File: src/inc/sadm_regs.svh
`ifndef SADM_REGS_SVH
`define SADM_REGS_SVH

// target windows of the fixed map
`define SADM_FLASH_HI    32'h0001_FFFF
`define SADM_ROM_LO      32'h0100_0000
`define SADM_ROM_HI      32'h1FFF_FFFF
`define SADM_SRAM_LO     32'h2000_0000
`define SADM_SRAM_HI     32'h2000_7FFF
`define SADM_SAL_LO      32'h2200_0000
`define SADM_SAL_HI      32'h220F_FFFF
`define SADM_PERI_LO     32'h4000_0000
`define SADM_PERI_HI     32'h400F_FFFF
`define SADM_PAL_LO      32'h4200_0000
`define SADM_PAL_HI      32'h43FF_FFFF
`define SADM_DBG_LO      32'hE000_0000
`define SADM_DBG_HI      32'hE000_2FFF
`define SADM_CORE_LO     32'hE000_E000
`define SADM_CORE_HI     32'hE000_EFFF
`define SADM_TRACE_PORT_UNIT_LO     32'hE004_0000
`define SADM_TRACE_PORT_UNIT_HI     32'hE004_0FFF

// region type boundaries
`define SADM_SRAMREG_HI  32'h3FFF_FFFF
`define SADM_PERIREG_HI  32'h5FFF_FFFF

// one-hot target select positions
`define SADM_T_FLASH     0
`define SADM_T_ROM       1
`define SADM_T_SRAM      2
`define SADM_T_PERI      3
`define SADM_T_CORE      4
`define SADM_T_DBG       5

// alias arithmetic and beat step
`define SADM_AL_BYTE_HI  24
`define SADM_AL_BYTE_LO  5
`define SADM_AL_BIT_HI   4
`define SADM_AL_BIT_LO   2
`define SADM_AL_PAD      12'h000
`define SADM_BEAT_STEP   32'h0000_0004
`define SADM_ZERO32      32'h0000_0000

`endif

File: src/inc/sadm_pkg.sv
`default_nettype none

package sadm_pkg;

   typedef enum logic [1:0] {
      SADM_SZ_BYTE  = 2'h0,
      SADM_SZ_HALF  = 2'h1,
      SADM_SZ_WORD  = 2'h2,
      SADM_SZ_DWORD = 2'h3
   } sadm_size_e;

   typedef enum logic [1:0] {
      SADM_MT_NORMAL = 2'h0,
      SADM_MT_DEVICE = 2'h1,
      SADM_MT_STRONG = 2'h2
   } sadm_mtype_e;

   typedef enum logic [2:0] {
      SADM_ST_IDLE   = 3'h1,
      SADM_ST_RDWAIT = 3'h2,
      SADM_ST_ISSUE  = 3'h4
   } sadm_state_e;

   typedef logic [5:0] sadm_sel_t;

   typedef struct packed {
      logic [31:0] addr;
      logic        write;
      logic        fetch;
      sadm_size_e  size;
      logic [63:0] wdata;
   } sadm_req_s;

   typedef struct packed {
      sadm_sel_t   sel;
      sadm_mtype_e mtype;
      logic        no_execute_attr;
      logic        fault;
      logic        alias_hit;
      logic [31:0] tgt_addr;
      logic [4:0]  bit_pos;
   } sadm_attr_s;

endpackage

`default_nettype wire

File: src/hw/sadm_top.sv
`timescale 1ns/10ps
`default_nettype none
`include "sadm_regs.svh"

module sadm_top
   import sadm_pkg::*;
(
   // clock and reset
   input  wire logic        mclk_i,
   input  wire logic        rst_n_i,
   // core request
   input  wire logic        req_valid_i,
   input  wire sadm_req_s   req_i,
   output logic             req_ready_o,
   // core response
   output logic             rsp_valid_o,
   output logic [63:0]      rsp_rdata_o,
   output logic             rsp_fault_o,
   output logic             rsp_xn_o,
   // execution of a blocked fetch
   input  wire logic        xn_exec_i,
   output logic             xn_fault_o,
   // target side
   output logic             tgt_valid_o,
   output sadm_sel_t        tgt_sel_o,
   output logic [31:0]      tgt_addr_o,
   output logic             tgt_write_o,
   output logic [3:0]       tgt_be_o,
   output logic [31:0]      tgt_wdata_o,
   output sadm_mtype_e      tgt_mtype_o,
   output logic             tgt_xn_o,
   input  wire logic        tgt_ready_i,
   input  wire logic [31:0] tgt_rdata_i,
   input  wire logic        tgt_err_i
);

   sadm_state_e state_r,     state_nxt;
   logic        ready_r,     ready_nxt;
   logic        rvalid_r,    rvalid_nxt;
   logic [63:0] rdata_r,     rdata_nxt;
   logic        rfault_r,    rfault_nxt;
   logic        rxn_r,       rxn_nxt;
   logic        xnf_r;
   logic        tvalid_r,    tvalid_nxt;
   sadm_sel_t   tsel_r,      tsel_nxt;
   logic [31:0] taddr_r,     taddr_nxt;
   logic        twrite_r,    twrite_nxt;
   logic [3:0]  tbe_r,       tbe_nxt;
   logic [31:0] twdata_r,    twdata_nxt;
   sadm_mtype_e tmtype_r,    tmtype_nxt;
   logic        txn_r,       txn_nxt;
   logic        dword_r,     dword_nxt;
   logic        beat_r,      beat_nxt;
   logic        alias_r,     alias_nxt;
   logic [4:0]  bitpos_r,    bitpos_nxt;
   logic        wbit_r,      wbit_nxt;
   logic        posted_r,    posted_nxt;
   logic        err_r,       err_nxt;
   logic [31:0] whi_r,       whi_nxt;

   sadm_attr_s  attr;
   logic [3:0]  lane_be;
   logic [31:0] lane_wd;
   logic [31:0] lane_rj;

   // decode of the full 32-bit space
   sadm_region_decode u_decode (
      .addr_i (req_i.addr),
      .fetch_i(req_i.fetch),
      .size_i (req_i.size),
      .attr_o (attr)
   );

   // lanes follow the request while idle, the held address otherwise
   wire logic        st_idle  = (state_r == SADM_ST_IDLE);
   wire logic [1:0]  lane_ofs = st_idle ? attr.tgt_addr[1:0] : taddr_r[1:0];
   wire sadm_size_e  lane_sz  = st_idle ? req_i.size : SADM_SZ_WORD;

   sadm_lane_gen u_lanes (
      .ofs_i  (lane_ofs),
      .size_i (lane_sz),
      .wdata_i(req_i.wdata[31:0]),
      .rdata_i(tgt_rdata_i),
      .be_o   (lane_be),
      .wlane_o(lane_wd),
      .rjust_o(lane_rj)
   );

   // request qualification
   wire logic        accept   = st_idle & req_valid_i & ready_r;
   wire logic        is_dword = (req_i.size == SADM_SZ_DWORD);
   // fetch from a no-execute region is never forwarded
   wire logic        blk_xn   = req_i.fetch & attr.no_execute_attr & ~attr.fault;
   // only plain device writes post; strongly ordered writes wait for the target
   wire logic        post_ok  = req_i.write & (attr.mtype == SADM_MT_DEVICE)
                             & ~attr.alias_hit & ~is_dword;
   wire logic        tgt_done = tvalid_r & tgt_ready_i;
   wire logic        err_acc  = err_r | tgt_err_i;
   // bit-band read-modify-write merge, kept to the access's own strobes
   wire logic [31:0] bit_mask = 32'h0000_0001 << bitpos_r;
   wire logic [31:0] rmw_word = wbit_r ? (tgt_rdata_i | bit_mask) : (tgt_rdata_i & ~bit_mask);
   wire logic        al_bit   = tgt_rdata_i[bitpos_r];

   // sequencer: one transfer in flight at a time
   always_comb begin
      state_nxt  = state_r;
      rvalid_nxt = 1'b0;
      rdata_nxt  = rdata_r;
      rfault_nxt = rfault_r;
      rxn_nxt    = rxn_r;
      tvalid_nxt = tvalid_r;
      tsel_nxt   = tsel_r;
      taddr_nxt  = taddr_r;
      twrite_nxt = twrite_r;
      tbe_nxt    = tbe_r;
      twdata_nxt = twdata_r;
      tmtype_nxt = tmtype_r;
      txn_nxt    = txn_r;
      dword_nxt  = dword_r;
      beat_nxt   = beat_r;
      alias_nxt  = alias_r;
      bitpos_nxt = bitpos_r;
      wbit_nxt   = wbit_r;
      posted_nxt = posted_r;
      err_nxt    = err_r;
      whi_nxt    = whi_r;
      unique case (state_r)
         SADM_ST_IDLE: begin
            if (accept) begin
               rdata_nxt  = '0;
               rfault_nxt = 1'b0;
               rxn_nxt    = 1'b0;
               if (attr.fault) begin
                  // bus fault answer, no target strobe
                  rvalid_nxt = 1'b1;
                  rfault_nxt = 1'b1;
               end else if (blk_xn) begin
                  // tag the fetch, fault only on execution
                  rvalid_nxt = 1'b1;
                  rxn_nxt    = 1'b1;
               end else begin
                  // select and attributes leave with the address
                  tvalid_nxt = 1'b1;
                  tsel_nxt   = attr.sel;
                  taddr_nxt  = attr.tgt_addr;
                  tmtype_nxt = attr.mtype;
                  txn_nxt    = attr.no_execute_attr;
                  tbe_nxt    = lane_be;
                  twdata_nxt = lane_wd;
                  twrite_nxt = req_i.write & ~attr.alias_hit;
                  dword_nxt  = is_dword;
                  beat_nxt   = 1'b0;
                  alias_nxt  = attr.alias_hit;
                  bitpos_nxt = attr.bit_pos;
                  wbit_nxt   = req_i.wdata[0];
                  whi_nxt    = req_i.wdata[63:32];
                  err_nxt    = 1'b0;
                  // posted device write answers at once
                  posted_nxt = post_ok;
                  rvalid_nxt = post_ok;
                  // alias write reads the word first
                  state_nxt  = (attr.alias_hit & req_i.write) ? SADM_ST_RDWAIT
                                                              : SADM_ST_ISSUE;
               end
            end
         end
         SADM_ST_RDWAIT: begin
            if (tgt_done) begin
               if (tgt_err_i) begin
                  tvalid_nxt = 1'b0;
                  rvalid_nxt = 1'b1;
                  rfault_nxt = 1'b1;
                  state_nxt  = SADM_ST_IDLE;
               end else begin
                  // write back with only the addressed bit changed
                  twrite_nxt = 1'b1;
                  twdata_nxt = rmw_word;
                  state_nxt  = SADM_ST_ISSUE;
               end
            end
         end
         SADM_ST_ISSUE: begin
            if (tgt_done) begin
               if (dword_r & ~beat_r) begin
                  // second word of a 64-bit transfer at the next word
                  beat_nxt         = 1'b1;
                  err_nxt          = err_acc;
                  taddr_nxt        = taddr_r + `SADM_BEAT_STEP;
                  twdata_nxt       = whi_r;
                  rdata_nxt[31:0]  = tgt_rdata_i;
               end else begin
                  // next request is taken only after completion
                  tvalid_nxt = 1'b0;
                  state_nxt  = SADM_ST_IDLE;
                  if (!posted_r) begin
                     rvalid_nxt = 1'b1;
                     rfault_nxt = err_acc;
                     if (twrite_r) begin
                        rdata_nxt = '0;
                     end else if (alias_r) begin
                        rdata_nxt = {63'h0, al_bit};
                     end else if (dword_r) begin
                        rdata_nxt = {tgt_rdata_i, rdata_r[31:0]};
                     end else begin
                        rdata_nxt = {`SADM_ZERO32, lane_rj};
                     end
                  end
               end
            end
         end
      endcase
      // ready drops while any transfer is in flight
      ready_nxt = (state_nxt == SADM_ST_IDLE);
   end

   // control and answer registers
   always_ff @(posedge mclk_i) begin
      if (!rst_n_i) begin
         state_r  <= SADM_ST_IDLE;
         ready_r  <= 1'b0;
         rvalid_r <= 1'b0;
         rdata_r  <= '0;
         rfault_r <= 1'b0;
         rxn_r    <= 1'b0;
         xnf_r    <= 1'b0;
         tvalid_r <= 1'b0;
         posted_r <= 1'b0;
         err_r    <= 1'b0;
      end else begin
         state_r  <= state_nxt;
         ready_r  <= ready_nxt;
         rvalid_r <= rvalid_nxt;
         rdata_r  <= rdata_nxt;
         rfault_r <= rfault_nxt;
         rxn_r    <= rxn_nxt;
         // exception raised only when the tagged instruction executes
         xnf_r    <= xn_exec_i;
         tvalid_r <= tvalid_nxt;
         posted_r <= posted_nxt;
         err_r    <= err_nxt;
      end
   end

   // target-side address phase registers
   always_ff @(posedge mclk_i) begin
      if (!rst_n_i) begin
         tsel_r   <= '0;
         taddr_r  <= '0;
         twrite_r <= 1'b0;
         tbe_r    <= 4'h0;
         twdata_r <= '0;
         tmtype_r <= SADM_MT_NORMAL;
         txn_r    <= 1'b0;
      end else begin
         tsel_r   <= tsel_nxt;
         taddr_r  <= taddr_nxt;
         twrite_r <= twrite_nxt;
         tbe_r    <= tbe_nxt;
         twdata_r <= twdata_nxt;
         tmtype_r <= tmtype_nxt;
         txn_r    <= txn_nxt;
      end
   end

   // transfer context
   always_ff @(posedge mclk_i) begin
      if (!rst_n_i) begin
         dword_r  <= 1'b0;
         beat_r   <= 1'b0;
         alias_r  <= 1'b0;
         bitpos_r <= 5'h00;
         wbit_r   <= 1'b0;
         whi_r    <= '0;
      end else begin
         dword_r  <= dword_nxt;
         beat_r   <= beat_nxt;
         alias_r  <= alias_nxt;
         bitpos_r <= bitpos_nxt;
         wbit_r   <= wbit_nxt;
         whi_r    <= whi_nxt;
      end
   end

   // outputs straight from flops
   assign req_ready_o = ready_r;
   assign rsp_valid_o = rvalid_r;
   assign rsp_rdata_o = rdata_r;
   assign rsp_fault_o = rfault_r;
   assign rsp_xn_o    = rxn_r;
   assign xn_fault_o  = xnf_r;
   assign tgt_valid_o = tvalid_r;
   assign tgt_sel_o   = tsel_r;
   assign tgt_addr_o  = taddr_r;
   assign tgt_write_o = twrite_r;
   assign tgt_be_o    = tbe_r;
   assign tgt_wdata_o = twdata_r;
   assign tgt_mtype_o = tmtype_r;
   assign tgt_xn_o    = txn_r;

endmodule // sadm_top
`default_nettype wire

File: src/hw/sadm_region_decode.sv
`timescale 1ns/10ps
`default_nettype none
`include "sadm_regs.svh"

module sadm_region_decode
   import sadm_pkg::*;
(
   // access address phase
   input  wire logic [31:0] addr_i,
   input  wire logic        fetch_i,
   input  wire sadm_size_e  size_i,
   // region attributes
   output sadm_attr_s       attr_o
);

   // window hits
   // flash and boot rom
   wire logic        hit_flash = (addr_i <= `SADM_FLASH_HI);
   wire logic        hit_rom   = (addr_i >= `SADM_ROM_LO)  && (addr_i <= `SADM_ROM_HI);
   wire logic        hit_sram  = (addr_i >= `SADM_SRAM_LO) && (addr_i <= `SADM_SRAM_HI);
   wire logic        hit_sal   = (addr_i >= `SADM_SAL_LO)  && (addr_i <= `SADM_SAL_HI);
   wire logic        hit_peri  = (addr_i >= `SADM_PERI_LO) && (addr_i <= `SADM_PERI_HI);
   wire logic        hit_pal   = (addr_i >= `SADM_PAL_LO)  && (addr_i <= `SADM_PAL_HI);
   wire logic        hit_core  = (addr_i >= `SADM_CORE_LO) && (addr_i <= `SADM_CORE_HI);
   wire logic        hit_dbg   = ((addr_i >= `SADM_DBG_LO) && (addr_i <= `SADM_DBG_HI))
                              || ((addr_i >= `SADM_TRACE_PORT_UNIT_LO) && (addr_i <= `SADM_TRACE_PORT_UNIT_HI));
   wire logic        hit_alias = hit_sal | hit_pal;

   // alias word to bit-band byte: byte = alias offset / 32, bit = offset[4:2]
   wire logic [31:0] al_base   = hit_sal ? `SADM_SAL_LO : `SADM_PAL_LO;
   wire logic [31:0] bb_base   = hit_sal ? `SADM_SRAM_LO : `SADM_PERI_LO;
   wire logic [31:0] al_ofs    = addr_i - al_base;
   wire logic [31:0] bb_addr   = bb_base
                              + {`SADM_AL_PAD, al_ofs[`SADM_AL_BYTE_HI:`SADM_AL_BYTE_LO]};
   // access size carries through to the underlying location
   wire logic [31:0] bb_align  = (size_i == SADM_SZ_BYTE) ? bb_addr :
                                 (size_i == SADM_SZ_HALF) ? {bb_addr[31:1], 1'b0} :
                                                            {bb_addr[31:2], 2'b00};

   wire sadm_sel_t   sel_raw;
   assign sel_raw[`SADM_T_FLASH] = hit_flash;
   assign sel_raw[`SADM_T_ROM]   = hit_rom;
   assign sel_raw[`SADM_T_SRAM]  = hit_sram | hit_sal;
   assign sel_raw[`SADM_T_PERI]  = hit_peri | hit_pal;
   assign sel_raw[`SADM_T_CORE]  = hit_core;
   assign sel_raw[`SADM_T_DBG]   = hit_dbg;

   // reserved gaps fault; alias fetches and dword aliases have no target either
   wire logic        fault_w   = ~(|sel_raw) | (hit_alias & fetch_i)
                              | (hit_alias & (size_i == SADM_SZ_DWORD));

   wire sadm_mtype_e mtype_w   = (addr_i <= `SADM_SRAMREG_HI) ? SADM_MT_NORMAL :
                                 (addr_i <= `SADM_PERIREG_HI) ? SADM_MT_DEVICE :
                                                                SADM_MT_STRONG;

   assign attr_o.sel             = fault_w ? '0 : sel_raw;
   assign attr_o.mtype           = mtype_w;
   assign attr_o.no_execute_attr = (addr_i > `SADM_SRAMREG_HI);
   assign attr_o.fault           = fault_w;
   assign attr_o.alias_hit       = hit_alias;
   assign attr_o.tgt_addr        = hit_alias ? bb_align : addr_i;
   assign attr_o.bit_pos         = {bb_addr[1:0], al_ofs[`SADM_AL_BIT_HI:`SADM_AL_BIT_LO]};

endmodule // sadm_region_decode
`default_nettype wire

File: src/hw/sadm_lane_gen.sv
`timescale 1ns/10ps
`default_nettype none

module sadm_lane_gen
   import sadm_pkg::*;
(
   // access shape
   input  wire logic [1:0]  ofs_i,
   input  wire sadm_size_e  size_i,
   // data in
   input  wire logic [31:0] wdata_i,
   input  wire logic [31:0] rdata_i,
   // lanes out
   output logic [3:0]       be_o,
   output logic [31:0]      wlane_o,
   output logic [31:0]      rjust_o
);

   // little endian: byte k of a word rides lane k
   wire logic [4:0] shamt = {ofs_i, 3'b000};

   // byte, halfword and word strobes; a dword beat is a full word
   assign be_o    = (size_i == SADM_SZ_BYTE) ? (4'h1 << ofs_i) :
                    (size_i == SADM_SZ_HALF) ? (4'h3 << ofs_i) : 4'hF;
   assign wlane_o = wdata_i << shamt;
   assign rjust_o = rdata_i >> shamt;

endmodule // sadm_lane_gen
`default_nettype wire

File: config.mk
export PLATFORM = sky130hd
export DESIGN_NAME = sadm_top
export DESIGN_NICKNAME = d
export VERILOG_FILES = /design/src/inc/sadm_pkg.sv /design/src/hw/sadm_top.sv /design/src/hw/sadm_region_decode.sv /design/src/hw/sadm_lane_gen.sv
export VERILOG_INCLUDE_DIRS = /design/src /design/src/inc
export SDC_FILE = /design/constraint.sdc
export NUM_CORES = 1
export LEC_CHECK = 0
export ABC_CLOCK_PERIOD_IN_PS = 3650
export BUFFER_PORTS_ARGS = -buffer_cell sky130_fd_sc_hd__buf_2
export CORE_MARGIN = 1
export CORE_UTILIZATION = 40
export CTS_CLUSTER_SIZE = 12
export DETAILED_ROUTE_END_ITERATION = 10
export PLACE_DENSITY = 0.66
export SKIP_CTS_REPAIR_TIMING = 1
export SLEW_MARGIN = 0
export SYNTH_ARGS = -nofsm -noshare
export SYNTH_HDL_FRONTEND = slang
export SYNTH_SLANG_ARGS = --single-unit
File: constraint.sdc
create_clock -name mclk_i -period 3.65 [get_ports mclk_i]
set_clock_uncertainty 0.1 [all_clocks]
set_input_delay 0.73 -clock mclk_i [delete_from_list [all_inputs] [get_ports mclk_i]]
set_output_delay 0.73 -clock mclk_i [all_outputs]
set_load 0.05 [all_outputs]
==> results.cfg <==
[timing]
finalCritPeriodShare_pct = 90.0
min_period_ns = 3.28
finalSetupViolations = 0
max_freq_ghz = 0.305
worst_pin_slew_ns = 0.962
slew_violations = 0
rsz0062_at_grt = no
totalNegativeSetupSlack_ns = 0
finalHoldViolCount = 0
relSlewSlack_pct = 35.3

[cts]
cts.htree.levels = 4
clkSinkCount = 194
cts_buffers = 17
clock-root-buffer = clkbuf_16
path_clk_slew_ns = 0.07
cts_tree = built
ctsLongestPathBuffers = 2
clk_latency_ns = 0.45

[setup_path]
path_max_fanout = 64
cp.arrival_ns = 3.55
reg2reg_depth = 6
crit_end = tgt_wdata_o[3]$_SDFFE_PN0P_
reg2reg_from = state_r[2]$_SDFF_PN0_
r2r_slack_ns = 0.93
critPathKind = primary input to flip-flop
startpoint_type = primary input
startpoint = req_i[91]
cp.required_ns = 3.92
r2r_end = tgt_addr_o[21]$_SDFFE_PN0P_
endpoint_kind = flip-flop

[placed_design]
place_congestion = 0.944
port_buffers = 285
postPlaceCellArea_sq_um = 13000
dp_hpwl_microns = 29200
dp.cells = 1969

[power_and_ir_drop]
power_density_nw_per_um2 = 368
combPwrFrac_pct = 17.0
p_sw_share_pct = 30.0
p_int_w = 0.00349
ir_worst_vdd_mv = 0.234
switchingPower_w = 0.00149
seq_power_share_pct = 43.9
p_leak_nw = 5.54
clockPowerShare_pct = 39.1

[routing]
viasPerCell = 5.92
drc = 0
antenna_left = 0
wl_per_cell_microns = 20.3
routed_wl_microns = 40600
dr.first_iter.drc_count = 1193
dr.pass1.iters = 7
route.vias.total = 11900

[synthesis]
yosys-top-cells-area = dfxtp_1, nand2_1, o21ai_0
synth_edf_count = 0
ys.flop_type = dfxtp_1
synth-seq-area-share_pct = 35.6
syn_nets = 1527
syn-cell-area_sq_um = 10900
synth_cells = 1384
synth_top_area_share_pct = 35.6
yosysUniqueCellTypes = 80
avgSynthCellArea_sq_um = 7.88
yosys.area.top_type = dfxtp_1
ys_ff_latch = 194
yosysWarnings = 0
synthArstFlopShare_pct = 0

[grt]
grt_max_degree = 74
antenna_found_initial = 0
grt_pass1_wl_microns = 61800
gr-total-overflow = 0
grt_pass1_vias = 10900
grt_usage_pct = 28.4

[job]
maxCapViolCount = 0

[die]
ios = 286
die_h_microns = 167
rows = 60
core_sq_um = 26900
start_util_pct = 40.6
fp.dieW_microns = 167
die_area_sq_um = 27900

[layout]
design_area_sq_um = 13600
area_growth_pct = 24.3
final_cells = 2002
layout-drive-gt1-share_pct = 27.5
finish.utilization_pct = 50.4
fin_nets = 1790

[hold_path]
hold_class = flip-flop to flip-flop
min_from = rsp_rdata_o[31]$_SDFFE_PN0P_

[status]
status = completed
registers in the layout, indices dropped and copies added, names as in the netlist, 2 cells and up:
signal / count
rsp_rdata_o: 64
tgt_addr_o: 32
tgt_wdata_o: 32
whi_r: 32
tgt_sel_o: 6
bitpos_r: 5
tgt_be_o: 4
state_r: 3
tgt_mtype_o: 2
kinds of logic (layout without fill, tap and decap cells):
kind of cell	Yosys count	count (layout)	synth area share, %
XOR/XNOR	2	2	0.161
other	0	1	0
flip-flops	194	194	35.6
adder cells (fa/ha/maj)	6	6	0.666
buffers and inverters	125	401	4.73
multiplexers	89	89	9.51
AO/OA/AOI/OAI	454	454	27.8
AND/OR/NAND/NOR	514	514	21.5
power by group through the flow:
stage | Sequential (W) | Combinational, W | Clock, W
4_1_cts | 0.00219 | 0.000832 | 0.00196
6_report | 0.00219 | 0.000848 | 0.00195
5_1_grt | 0.00219 | 0.000894 | 0.00204
3_3_place_gp | 0.00224 | 0.000825 | 0
3_5_place_dp | 0.00224 | 0.000829 | 0
2_1_floorplan | 0.00237 | 0.000353 | 0
Yosys cell counts (5+ instances only):
| master | n |
|---|---|
| a21boi_0 | 78 |
| a21boi_1 | 14 |
| a21oi_1 | 89 |
| a221oi_1 | 19 |
| a222oi_1 | 8 |
| a2bb2oi_1 | 8 |
| a31oi_1 | 29 |
| and2_1 | 11 |
| and3_1 | 12 |
| buf_1 | 6 |
| buf_2 | 25 |
| clkbuf_1 | 80 |
| dfxtp_1 | 194 |
| ha_1 | 5 |
| inv_1 | 9 |
| mux2_2 | 27 |
| mux2i_1 | 53 |
| mux4_2 | 9 |
| nand2_1 | 261 |
| nand2b_1 | 7 |
| nand3_1 | 59 |
| nand4_1 | 12 |
| nor2_1 | 73 |
| nor2b_1 | 7 |
| nor3_1 | 20 |
| nor3b_1 | 16 |
| nor4_1 | 6 |
| o211ai_1 | 6 |
| o21a_1 | 13 |
| o21ai_0 | 123 |
| o221a_2 | 11 |
| o22a_1 | 6 |
| o22ai_1 | 5 |
| or3_1 | 5 |
routing by layer:
layer  up-vias  global-route usage (%)  part of all wire (%)
met5         -                       0                     0
met3        69                    4.54                   8.5
met1      5646                    38.0                    43
li1       5548                       -                     -
met2       594                    46.1                    46
met4         0                    10.1                   2.6
worst min path at each step:
stage                              endpoint  slack, ns  cells after the start
2_1_floorplan        whi_r[10]$_SDFFE_PN0P_       0.34                      2
3_5_place_dp   rsp_rdata_o[31]$_SDFFE_PN0P_       0.34                      2
6_report       rsp_rdata_o[31]$_SDFFE_PN0P_       0.35                      2
3_3_place_gp      tgt_sel_o[5]$_SDFFE_PN0P_       0.34                      2
5_1_grt        rsp_rdata_o[29]$_SDFFE_PN0P_       0.37                      2
4_1_cts        rsp_rdata_o[31]$_SDFFE_PN0P_       0.35                      2
layout make-up:
cell class | instances | area (sq um)
Timing Repair Buffer | 358 | 2080
Fill cell | 2644 | 13300
Multi-Input combinational cell | 1065 | 6540
Sequential cell | 194 | 3880
Antenna cell | 1 | 2.50
Clock buffer | 20 | 437
Tap cell | 341 | 427
Inverter | 11 | 41.3
Clock inverter | 12 | 145
placed cells by master, fill, tap and decap left out, drive strengths merged, types with 20 or more instances in the layout:
| master | Yosys | routed |
|---|---|---|
| buf | 34 | 358 |
| nand2 | 262 | 262 |
| dfxtp | 194 | 194 |
| o21ai | 125 | 125 |
| a21boi | 92 | 92 |
| a21oi | 91 | 91 |
| nor2 | 76 | 76 |
| nand3 | 59 | 59 |
| mux2i | 53 | 53 |
| a31oi | 29 | 29 |
| mux2 | 27 | 27 |
| nor3 | 20 | 20 |
| clkbuf | 80 | 20 |
worst max-delay path, stage by stage:
cell	delay [ns]
buf_2	0.12
or4_1	0.57
buf_4	0.19
or3_1	0.37
or2_1	0.29
a311o_2	0.48
a21oi_4	0.23
buf_12	0.26
o21ai_0	0.12
a21oi_1	0.16
per-stage QoR:
| step | hold slack [ns] | total power, W | setup slack [ns] |
|---|---|---|---|
| 6_report | 0.355 | 0.00498 | 0.367 |
| 5_1_grt | 0.370 | 0.00513 | 0.193 |
| 4_1_cts | 0.354 | 0.00498 | 0.379 |
| 3_5_place_dp | 0.344 | 0.00307 | -0.0516 |
| 3_3_place_gp | 0.338 | 0.00306 | -0.0279 |
| 2_1_floorplan | 0.343 | 0.00272 | 0.132 |
Note: power is estimated with default switching activity, not from simulation.
